$ cat src/verilog/edge_event_pkg.sv
// Constants for the line-state edge-event enable block.
// Assumes an 8-bit register port addressed by 6-bit offsets.
package edge_event_pkg;
   localparam logic [5:0] ADDR_RISE_ENABLE = 6'h0D;
   localparam logic [5:0] ADDR_RISE_SET    = 6'h0E;
   localparam logic [5:0] ADDR_RISE_CLEAR  = 6'h0F;
   localparam logic [5:0] ADDR_FALL_ENABLE = 6'h10;
   localparam int         NUM_SIGNALS      = 5;
   localparam int         BIT_ID_GROUNDED  = 4;
   localparam int         BIT_SESSION_OVER = 3;
   localparam int         BIT_SESSION_OK   = 2;
   localparam int         BIT_BUS_POWER_OK = 1;
   localparam int         BIT_HOST_DISCON  = 0;
   localparam logic [4:0] ENABLE_RESET     = 5'h1F;
   localparam logic [2:0] RESERVED_READ    = 3'h0;
   localparam int         CLOCK_HZ         = 40000000;
   localparam int         ID_SETTLE_MS     = 50;
   localparam int         ID_SETTLE_CYCLES = (CLOCK_HZ / 1000) * ID_SETTLE_MS;
endpackage

$ cat src/verilog/line_edge_detect.sv
// One synchronised line with rising and falling edge pulses.
// Assumes an asynchronous level input and one clock domain.
`timescale 1ns/10ps
module line_edge_detect (
   input  wire logic clock,
   input  wire logic srst,
   input  wire logic level_in,
   output logic      level_sync,
   output logic      rose,
   output logic      fell
);
   logic       meta;
   logic       sync;
   logic       last;
   logic [2:0] fill;
   logic       armed;

   always_ff @(posedge clock) begin
      if (srst) begin
         meta <= 1'b0;
         sync <= 1'b0;
         last <= 1'b0;
         fill <= 3'h0;
      end else begin
         meta <= level_in;
         sync <= meta;
         last <= sync;
         fill <= {fill[1:0], 1'b1};
      end
   end

   // Edges wait until the pipeline holds real samples, so a line that is
   // already high at reset release raises no false edge
   assign armed      = fill[2];
   assign level_sync = sync;
   assign rose       = armed & sync & ~last;
   assign fell       = armed & ~sync & last;
endmodule // line_edge_detect

$ cat src/verilog/phy_event_edge_enable.sv
// Edge-enable registers and event generation for five sensed line states.
// Assumes register accesses arrive as single-cycle strobes on the clock domain.
// Notes on behaviour
// RQ1: Set alias writes ones into rise enables
// RQ2: Clear alias writes ones clear rise enables
// RQ3: Alias reads return rise enable contents
// RQ4: Both enable registers reset to all ones
// RQ5: Bits 4..0 map signals; 7..5 read zero
// RQ6: ID grounded falling edge raises event
// RQ7: ID events masked until pull-up on 50ms
// RQ8: Session end falling edge raises event
// RQ9: Session valid falling edge raises event
// RQ10: Bus power falling edge raises event
// RQ11: Host disconnect events only in host mode
// RQ12: Rising edges raise events when enabled
// RQ13: Reserved bit writes ignored, read zero
`timescale 1ns/10ps
module phy_event_edge_enable #(
   parameter int SETTLE_CYCLES = edge_event_pkg::ID_SETTLE_CYCLES
) (
   input  wire logic       clock,
   input  wire logic       srst,
   input  wire logic [5:0] reg_addr,
   input  wire logic       reg_write,
   input  wire logic [7:0] reg_wdata,
   output logic [7:0]      reg_rdata,
   input  wire logic       id_pin_grounded,
   input  wire logic       session_over_level,
   input  wire logic       session_ok_level,
   input  wire logic       bus_power_ok_level,
   input  wire logic       host_disconnect_level,
   input  wire logic       id_pin_pull_up_control,
   input  wire logic       plus_line_pull_down_control,
   input  wire logic       minus_line_pull_down_control,
   output logic [4:0]      event_pulse
);
   localparam int NS = edge_event_pkg::NUM_SIGNALS;

   logic [NS-1:0] rise_enable;
   logic [NS-1:0] fall_enable;
   logic [NS-1:0] raw_level;
   logic [NS-1:0] rose;
   logic [NS-1:0] fell;
   logic [NS-1:0] next_rise_enable;
   logic [NS-1:0] next_fall_enable;
   logic [NS-1:0] allow;
   logic [NS-1:0] next_event;
   logic [25:0]   settle_count;
   logic          id_settled;
   logic          host_mode;
   logic          wr_rise;
   logic          wr_set;
   logic          wr_clear;
   logic          wr_fall;
   logic          rd_rise;
   logic          rd_fall;
   logic [NS-1:0] wbits;

   assign raw_level = {id_pin_grounded, session_over_level, session_ok_level,
                       bus_power_ok_level, host_disconnect_level};

   genvar g;
   generate
      for (g = 0; g < NS; g++) begin : g_line
         line_edge_detect u_edge (
            .clock      (clock),
            .srst       (srst),
            .level_in   (raw_level[g]),
            .level_sync (),
            .rose       (rose[g]),
            .fell       (fell[g])
         );
      end
   endgenerate

   // Pull-down controls are register bits of the same clock domain
   assign host_mode = plus_line_pull_down_control & minus_line_pull_down_control; // RQ11

   always_ff @(posedge clock) begin
      if (srst || !id_pin_pull_up_control) begin
         settle_count <= 26'h0;
      end else if (!id_settled) begin
         settle_count <= settle_count + 26'h1; // RQ7
      end
   end
   assign id_settled = (settle_count >= 26'(SETTLE_CYCLES));
   assign allow = {id_pin_pull_up_control & id_settled, 3'h7, host_mode}; // RQ7 RQ11

   assign wbits    = reg_wdata[NS-1:0]; // RQ13
   assign wr_rise  = reg_write && (reg_addr == edge_event_pkg::ADDR_RISE_ENABLE);
   assign wr_set   = reg_write && (reg_addr == edge_event_pkg::ADDR_RISE_SET);
   assign wr_clear = reg_write && (reg_addr == edge_event_pkg::ADDR_RISE_CLEAR);
   assign wr_fall  = reg_write && (reg_addr == edge_event_pkg::ADDR_FALL_ENABLE);

   assign next_rise_enable = wr_rise  ? wbits :
                             wr_set   ? (rise_enable | wbits) :  // RQ1
                             wr_clear ? (rise_enable & ~wbits) : // RQ2
                             rise_enable;
   assign next_fall_enable = wr_fall ? wbits : fall_enable;

   // Event per line: enabled edge, gated by mode and settle mask
   assign next_event = ((rose & rise_enable) | (fell & fall_enable)) & allow; // RQ6 RQ8 RQ9 RQ10 RQ12

   always_ff @(posedge clock) begin
      if (srst) begin
         rise_enable <= edge_event_pkg::ENABLE_RESET; // RQ4
         fall_enable <= edge_event_pkg::ENABLE_RESET; // RQ4
         event_pulse <= 5'h00;
      end else begin
         rise_enable <= next_rise_enable;
         fall_enable <= next_fall_enable;
         event_pulse <= next_event;
      end
   end

   assign rd_rise = (reg_addr == edge_event_pkg::ADDR_RISE_ENABLE) ||
                    (reg_addr == edge_event_pkg::ADDR_RISE_SET) ||
                    (reg_addr == edge_event_pkg::ADDR_RISE_CLEAR); // RQ3
   assign rd_fall = (reg_addr == edge_event_pkg::ADDR_FALL_ENABLE);

   always_ff @(posedge clock) begin
      if (srst) begin
         reg_rdata <= 8'h00;
      end else if (rd_rise) begin
         reg_rdata <= {edge_event_pkg::RESERVED_READ, rise_enable}; // RQ3 RQ5 RQ13
      end else if (rd_fall) begin
         reg_rdata <= {edge_event_pkg::RESERVED_READ, fall_enable}; // RQ5 RQ13
      end else begin
         reg_rdata <= 8'h00;
      end
   end
endmodule // phy_event_edge_enable

$ cat config.mk
export PLATFORM = sky130hd
export DESIGN_NAME = phy_event_edge_enable
export DESIGN_NICKNAME = d
export VERILOG_FILES = /design/src/verilog/edge_event_pkg.sv /design/src/verilog/line_edge_detect.sv /design/src/verilog/phy_event_edge_enable.sv
export SDC_FILE = /design/constraint.sdc
export NUM_CORES = 1
export LEC_CHECK = 0
export ABC_AREA = 1
export ABC_CLOCK_PERIOD_IN_PS = 1700
export BUFFER_PORTS_ARGS = -buffer_cell sky130_fd_sc_hd__buf_4
export CAP_MARGIN = 25
export CORE_ASPECT_RATIO = 1.75
export CORE_MARGIN = 1
export CORE_UTILIZATION = 51
export DETAILED_ROUTE_END_ITERATION = 8
export GPL_ROUTABILITY_DRIVEN = 0
export PLACE_DENSITY = 0.7
export SLEW_MARGIN = 20
export SYNTH_ARGS = -nofsm -noshare
export SYNTH_HDL_FRONTEND = slang
export SYNTH_HIERARCHICAL = 1
export SYNTH_SLANG_ARGS = --single-unit
$ cat constraint.sdc
create_clock -name clock -period 1.7 [get_ports clock]
set_input_delay 0.085 -clock clock [delete_from_list [all_inputs] [get_ports clock]]
set_output_delay 0.085 -clock clock [all_outputs]
set_load 0.01 [all_outputs]
==> flow_summary.ini, run 1 <==
[synthesis]
ys_types = 34
synth_top_area_cell = dfxtp_1
yosysSeqAreaShare = 0.448
async_flop_share = 0
yosys.area.top_type_share = 0.448
synth_edf_count = 0
yosys_warnings = 6
ys_top_cells_by_count = 123 x nand2_1, 76 x dfxtp_1, 74 x nor2_1, 57 x inv_1, 32 x nand3_1
synth-seq-cells = 76
avgSynthCellArea_um2 = 7.22
synth-main-ff-cell = dfxtp_1
yosysMostFrequentCell = nand2_1
netlist_top_cells_area = dfxtp_1 45%, nand2_1 14%, nor2_1 8.2%
synth_cells = 470
syn-cell-area_um2 = 3390

[clocking]
cts_root_buf = clkbuf_16
cts_buffers = 9
post_cts_resized = 0
ctsHoldBuffers = 13
clockBufferDepth = 2
cts_tree = yes
insertion_delay_ns = 0.33
cts_num_sinks = 76
cts_setup_buffers = 0
clkTransAtPathRegs_ns = 0.06
htreeDepth = 3

[grt]
grt_pass1_vias = 2958
met1_usage = 0.222
grt_remaining_overflow = 0
gr-usage-met2 = 0.460
grt_pass1_wl_um = 12600
grt_usage = 0.235
met3_usage = 0.0488
grt.busiest_layer = met2
grt_max_degree = 27
antenna_found_initial = 0

[sta]
max_freq_ghz = 0.653
drv_slew = 0
setup_violations = 0
hold_ws_ns = 0.0136
final-hold-violation-count = 0
skew_ns = 0.00599
rsz0062_at_grt = no
fin_crit_ns = 1.53
fin_tns_setup_ns = 0
fin_crit_sh = 0.900

[route]
ant_nets = 0
drtPass1Iterations = 5
drc = 0
routed_wl_um = 7180
dr_total_vias = 3023
wl_per_cell_um = 11.6
via_per_inst = 4.90
drt_iter0_markers = 179

[die]
core_um2 = 6490
fp.dieW_um = 63.7
start_util = 0.523
dieArea_um2 = 7000
fp.dieH_um = 110
num_rows = 39
ioPinCount = 38

[pwr]
p_sw_frac = 0.208
p_comb_frac = 0.044
leakage_uw = 0.00179
switchingPower_uw = 825
intPower_uw = 3130
powerDensity_nw_per_um2 = 937
ir_drop_uv = 946
p_seq_frac = 0.465
clock_power_share = 0.492

[worst_setup_path]
critical_path_class = register to register
endpoint_kind = register
cp_max_fo = 11
worstPathArrival_ns = 1.73
critPathRequiredTime_ns = 1.90
crit_slowest_cell = dfxtp_1
start_kind = register
max_stage_delay_ns = 0.31
cp_cell_sequence = nor2_1, nand2_2, nor2_4, nand2_1, nor2_1, nor2_4, buf_12, nand2_1, a21oi_1

[final_layout]
diodes = 0
drive_gt1_frac = 0.181
layout.nets = 557
syn2layout_area_growth_pct = 24.4

[flow_run]
max_cap_viol_count = 0

[placed_design]
hpwlAfterDp_um = 5160
io_buffers = 31

[min_path]
hold_path.class = input pin to register

[run_status]
status = finished, final reports clean
[critical path: cells and delay by family (launching register included)]
kind / cells / cell delay (ns)
AO/OA/AOI/OAI: 1 / 0.06
AND/OR/NAND/NOR: 7 / 0.89
buffers and inverters: 1 / 0.15
flip-flops: 1 / 0.31
[per-layer routing]
metal | vias to the layer above | part of all wire
met4 | 0 | 0.031
met1 | 1370 | 0.37
met5 | - | 0
met3 | 21 | 0.032
li1 | 1566 | -
met2 | 66 | 0.57
[cell families after synthesis]
kind of cell,synth area share
buf+inv,0.100
simple gates,0.353
fa+ha+maj,0.00737
other cells,0.00111
xor+xnor,0.0284
flops,0.448
compound gates,0.0619
[layout by cell type (no fill, tap or decap)]
cell type	count
a22o_1	2
bufinv_16	1
xor2_1	9
clkbuf_8	2
conb_1	3
nor3_1	3
buf_12	1
nand3b_1	2
nand3_4	1
nand3_1	32
o21ai_0	2
nand3_2	1
clkinv_4	2
dlygate4sd3_1	13
nand2_4	1
clkinv_1	4
clkbuf_16	9
inv_2	2
dfxtp_1	76
a21oi_2	10
xnor2_1	2
buf_4	48
or2_2	1
nand2_2	12
nor2_2	1
clkbuf_1	1
nor4_1	1
nand4_1	13
nor2_8	1
a21oi_1	19
nand2_1	123
inv_6	1
nor3_2	1
nor2_1	74
inv_1	57
nor2_4	2
ha_1	2
[power by group through the flow]
stage          clock network, µW  registers [µW]  logic [µW]
6_report                    1940            1840         172
5_1_grt                     2070            1840         194
4_1_cts                     1990            1840         173
3_5_place_dp                   0            1880         150
3_3_place_gp                   0            1880         145
2_1_floorplan                  0            1880        72.8
[state kept, by name, summed over array words and instances (netlist names), named ones only]
name and count:
fall_enable 5, g_line.u_edge/level_sync 5, settle_count 26, g_line.u_edge/meta 5, g_line.u_edge/last 5, g_line.u_edge/fill 15
reg_rdata 5, event_pulse 5
[per-stage QoR]
stage               cells   util  total power [µW]  setup slack [ns]  instance area, µm²
floorplan             472      -              1950             0.218                3400
global placement      588  0.582              2020             0.181                3780
detailed placement    588  0.582              2030             0.152                3780
CTS                   617  0.651              4000             0.144                4220
global route          617  0.651              4100           0.00594                4220
finish                617  0.651              3960             0.170                4220
[cell type report]
cell class	count	area (µm²)
clock buffers	12	256
clock inverters	4	56.3
fillers	565	2270
inverters	63	236
multi-input cells	318	1540
flip-flops and latches	76	1520
well taps	82	103
repair buffers	62	510
[path summary, 6_finish.rpt]
kind	to	cells past startpoint	start	slack, ns
worst max-delay path	settle_count[10]	9	settle_count[22]	0.17
worst min-delay path	g_line[3].u_edge/fill[0]	2	srst	0.01
worst max register to register	settle_count[10]	9	settle_count[22]	0.17
worst min register to register	g_line[0].u_edge/level_sync	2	g_line[0].u_edge/meta	0.40
Power figures use the tool's default switching activity.
==> run 2, diff against run 1 <==
--- a/config.mk
+++ b/config.mk
@@ -11,10 +11,10 @@
 export CAP_MARGIN = 25
 export CORE_ASPECT_RATIO = 1.75
 export CORE_MARGIN = 1
-export CORE_UTILIZATION = 51
+export CORE_UTILIZATION = 50
 export DETAILED_ROUTE_END_ITERATION = 8
 export GPL_ROUTABILITY_DRIVEN = 0
-export PLACE_DENSITY = 0.7
+export PLACE_DENSITY = 0.69
 export SLEW_MARGIN = 20
 export SYNTH_ARGS = -nofsm -noshare
 export SYNTH_HDL_FRONTEND = slang
==> run 2 against run 1 <==
Register-to-register slack is essentially flat. Global-route usage shrank 1.5 points. Utilization shrank 0.12 points. Die area grew 2.0%. Non-clock buffer count is the same. Hold slack gained 0.028 ns. Critical path type unchanged. Cell area grew 0.56%. Setup slack gained 0.0092 ns. Highest routed layer unchanged.
==> flow_summary.ini, run 2 (synthesis gave the netlist of run 1 again) <==
[pwr]
p_seq_frac = 0.450
leakage_uw = 0.00180
ir_drop_uv = 864
intPower_uw = 3240
powerDensity_nw_per_um2 = 962
switchingPower_uw = 843
clock_power_share = 0.508
p_sw_frac = 0.206
p_comb_frac = 0.042

[die]
ioPinCount = 38
dieArea_um2 = 7130
fp.dieW_um = 64.3
core_um2 = 6540
start_util = 0.519
fp.dieH_um = 111
num_rows = 39

[grt]
grt_max_degree = 27
grt_pass1_wl_um = 12100
antenna_found_initial = 0
grt_usage = 0.219
grt_pass1_vias = 2874
grt_remaining_overflow = 0

[sta]
fin_ws_ns = 0.179
max_freq_ghz = 0.657
fin_tns_setup_ns = 0
drv_slew = 0
setup_violations = 0
final-hold-violation-count = 0
fin_crit_ns = 1.52
fin_crit_sh = 0.895
rsz0062_at_grt = no
hold_ws_ns = 0.0417
skew_ns = 0.00450

[final_layout]
top_regs = settle_count (26), g_line.u_edge/fill (15)
multiInputGateArea_um2 = 1540
drive_gt1_frac = 0.185
fin_area_um2 = 4250
largest_register_ff_count = 26
layout_common_cells = 123 x nand2_1, 76 x dfxtp_1, 73 x nor2_1
fillers = 607
register_area_um2 = 1520
regMostFlops = settle_count
layout.nets = 557
diodes = 0
syn2layout_area_growth_pct = 25.1
mostFrequentLayoutCell = nand2_1

[placed_design]
dp_slack_ns = 0.174
io_buffers = 31
hpwlAfterDp_um = 5250
place_area_um2 = 3780

[clocking]
cts_buffers = 9
htreeDepth = 3
clkTransAtPathRegs_ns = 0.06
insertion_delay_ns = 0.33
clockBufferDepth = 2
cts_tree = yes
cts_root_buf = clkbuf_16
cts_num_sinks = 76
cts_setup_buffers = 0

[flow_run]
max_cap_viol_count = 0

[run_status]
status = finished, final reports clean

[route]
drt_iter0_markers = 129
dr_total_vias = 2986
ant_nets = 0
drtPass1Iterations = 4
routed_wl_um = 7090
via_per_inst = 4.84
drc = 0
wl_per_cell_um = 11.5

[worst_setup_path]
reg2regPathDepth = 8
endpoint_kind = register
critPathRequiredTime_ns = 1.96
cp_max_fo = 14
start_kind = register
critical_path_class = register to register
worstPathArrival_ns = 1.79

[min_path]
hold_depth = 2
hold_path.class = input pin to register
==> run 2: through the flow <==
stage / total power [µW] / cells / util
floorplan: 1950 / 472 / -
global placement: 2020 / 588 / 0.578
detailed placement: 2030 / 588 / 0.578
CTS: 4150 / 617 / 0.649
global route: 4230 / 617 / 0.649
finish: 4090 / 617 / 0.649
==> run 2: final timing paths <==
path / from / end / slack (ns)
max: settle_count[22] / settle_count[13] / 0.18
min: srst / g_line[2].u_edge/fill[0] / 0.04
max reg2reg: settle_count[22] / settle_count[13] / 0.18
min reg2reg: g_line[2].u_edge/meta / g_line[2].u_edge/level_sync / 0.40
==> run 2: area by class of cell <==
class                   instances  share of cell area
inverters                      63              0.0557
well taps                      82              0.0242
flip-flops and latches         76               0.358
clock inverters                 6              0.0224
multi-input cells             318               0.363
repair buffers                 62               0.120
clock buffers                  10              0.0563
==> run 2: timing repair <==
item	in CTS	in global routing
hold buffers	13	0
hold endpoints to repair	17	0
gates resized for setup	0	1
setup endpoints to repair	0	1
==> run 2: metal layers <==
| layer | vias up | global-route usage | wire length (µm) |
|---|---|---|---|
| met2 | 60 | 0.415 | 3950 |
| met4 | 0 | 0.130 | 276 |
| met5 | - | 0 | 0 |
| met3 | 19 | 0.0484 | 190 |
| met1 | 1334 | 0.204 | 2670 |
| li1 | 1573 | - | - |
==> run 2: power by group through the flow <==
stage	registers [µW]	clock network [µW]	logic, µW
after floorplan	1880	0	72.8
after global placement	1880	0	146
after detailed placement	1880	0	149
after CTS	1840	2140	172
after global routing	1840	2190	191
final	1840	2080	171
==> run 2: critical path, stage by stage, from the launching register on <==
cell	delay (ns)
dfxtp_1	0.31
nor2_1	0.12
nand2_2	0.12
nor2_4	0.24
nand2_4	0.12
nand3_2	0.10
buf_4	0.20
nand2_1	0.09
a21oi_2	0.14
==> run 3, diff against run 2 <==
--- a/config.mk
+++ b/config.mk
@@ -12,8 +12,10 @@
 export CORE_ASPECT_RATIO = 1.75
 export CORE_MARGIN = 1
 export CORE_UTILIZATION = 50
+export CTS_BUF_LIST = sky130_fd_sc_hd__clkbuf_8
 export DETAILED_ROUTE_END_ITERATION = 8
 export GPL_ROUTABILITY_DRIVEN = 0
+export HOLD_SLACK_MARGIN = 0.15
 export PLACE_DENSITY = 0.69
 export SLEW_MARGIN = 20
 export SYNTH_ARGS = -nofsm -noshare
==> run 3 against run 2 <==
Cell area fell by 0.27%. Clock skew about the same. Setup slack worse by 0.070 ns. First-iteration DRC count up 30%. Via count grew 1.1%. Clock-buffer cell count did not move. Utilization shrank 0.17 points. Final cell count increased by 1.5%. Flip-flop and latch count unchanged. Non-clock buffer count up 9.
==> flow_summary.ini, run 3 (synthesis gave the netlist of run 1 again) <==
[run_status]
status = finished, final reports clean

[placed_design]
io_buffers = 31
hpwlAfterDp_um = 5250

[sta]
skew_ns = 0.00494
fin_crit_sh = 0.936
rsz0062_at_grt = no
fin_crit_ns = 1.59
setup_violations = 0
drv_slew = 0
fin_tns_setup_ns = 0
max_freq_ghz = 0.628
final-hold-violation-count = 0

[final_layout]
fillers = 609
final_core_util = 0.648
syn2layout_area_growth_pct = 24.8
mostFrequentLayoutCell = nand2_1
layout.nets = 566
top_regs = settle_count (26), g_line.u_edge/fill (15)
layout_common_cells = 123 x nand2_1, 76 x dfxtp_1, 73 x nor2_1
diodes = 0
register_area_um2 = 1520
multiInputGateArea_um2 = 1540
drive_gt1_frac = 0.182
regMostFlops = settle_count
largest_register_ff_count = 26

[worst_setup_path]
crit_slowest_cell = dlygate4sd3_1
cp_max_fo = 24
worstPathArrival_ns = 1.85
max_stage_delay_ns = 0.56
rrSetupSlack_ns = 0.17
cp_cell_sequence = dlygate4sd3_1, buf_4, inv_1, buf_4, nand4_1, dlygate4sd3_1, inv_1
reg2regPathDepth = 8
endpoint_kind = register
start_kind = input pin
critPathRequiredTime_ns = 1.96
r2r_start = settle_count[22]
timing.rr.end = settle_count[13]
critical_path_class = input pin to register

[min_path]
hold_path.class = input pin to register
hold_depth = 6
worstHoldEndpoint = reg_rdata[4]
hp-start = reg_addr[2]

[route]
wl_met2_um = 4090
routed_wl_um = 7250
wl_met1_um = 2700
dr_total_vias = 3019
ant_nets = 0
drtPass1Iterations = 4
wl_met3_um = 213
drt_iter0_markers = 168
via_per_inst = 4.82
top_layer = met4
wl_per_cell_um = 11.6
drc = 0

[pwr]
power_uw = 3580
ir_drop_uv = 685
leakage_uw = 0.00178
powerDensity_nw_per_um2 = 845

[clocking]
cts_setup_buffers = 0
cts_tree = yes
insertion_delay_ns = 0.35
htreeDepth = 3
cts_root_buf = clkbuf_8
clockBufferDepth = 2
cts_num_sinks = 76
clkTransAtPathRegs_ns = 0.08
cts_buffers = 9

[die]
start_util = 0.519
fp.dieW_um = 64.3
num_rows = 39
fp.dieH_um = 111
core_um2 = 6540
dieArea_um2 = 7130
ioPinCount = 38

[flow_run]
max_cap_viol_count = 0

[grt]
grt_pass1_vias = 2905
grt_usage = 0.224
grt_max_degree = 27
grt_pass1_wl_um = 12300
antenna_found_initial = 0
grt_remaining_overflow = 0
-- run 3: changes by cell type in the layout (fill, tap and decap cells not counted) --
cell | before | now
clkbuf_16 | 9 | 0
dlygate4sd3_1 | 13 | 22
clkbuf_8 | 1 | 10
-- run 3: routing by layer --
layer  up-vias  global-route usage
li1       1587                   -
met1      1354               0.213
met2        62               0.416
met3        16              0.0525
met4         0               0.130
met5         -                   0
-- run 3: worst max path at each step --
| stage | endpoint | cells after the start | from |
|---|---|---|---|
| finish | event_pulse[0] | 7 | srst |
| global route | settle_count[0] | 9 | settle_count[13] |
| CTS | settle_count[13] | 8 | settle_count[22] |
| detailed placement | settle_count[13] | 9 | settle_count[13] |
| global placement | settle_count[0] | 9 | settle_count[25] |
| floorplan | settle_count[16] | 8 | settle_count[0] |
-- run 3: area by class of cell --
cell class                      count  area share
Clock buffer                       10      0.0325
Clock inverter                      6      0.0225
Inverter                           63      0.0558
Multi-Input combinational cell    318       0.364
Sequential cell                    76       0.359
Tap cell                           82      0.0242
Timing Repair Buffer               71       0.142
-- run 3: repair_timing --
| action | 4_1_cts | 5_1_grt |
|---|---|---|
| hold endpoints to repair | 36 | 0 |
| setup endpoints to repair | 0 | 1 |
| hold buffers | 22 | 0 |
| gates resized for setup | 0 | 1 |
-- run 3: through the flow --
step                      cells  hold slack, ns  area (µm²)  setup slack [ns]
after floorplan             472           0.142        3400             0.218
after global placement      588           0.285        3780             0.196
after detailed placement    588           0.293        3780             0.174
after CTS                   626           0.199        4230             0.151
after global routing        626           0.237        4240          0.000731
final                       626           0.217        4240             0.109
-- run 3: worst max-delay path, delay by kind of cell --
kind	cells	cell delay, ns
simple gates	1	0.10
buf+inv	6	1.65
-- run 3: report_power, final --
| group | total [µW] | internal [µW] | switching [µW] |
|---|---|---|---|
| combinational | 182 | 91.4 | 91.1 |
| sequential | 1840 | 1820 | 16.6 |
| clock | 1560 | 881 | 681 |
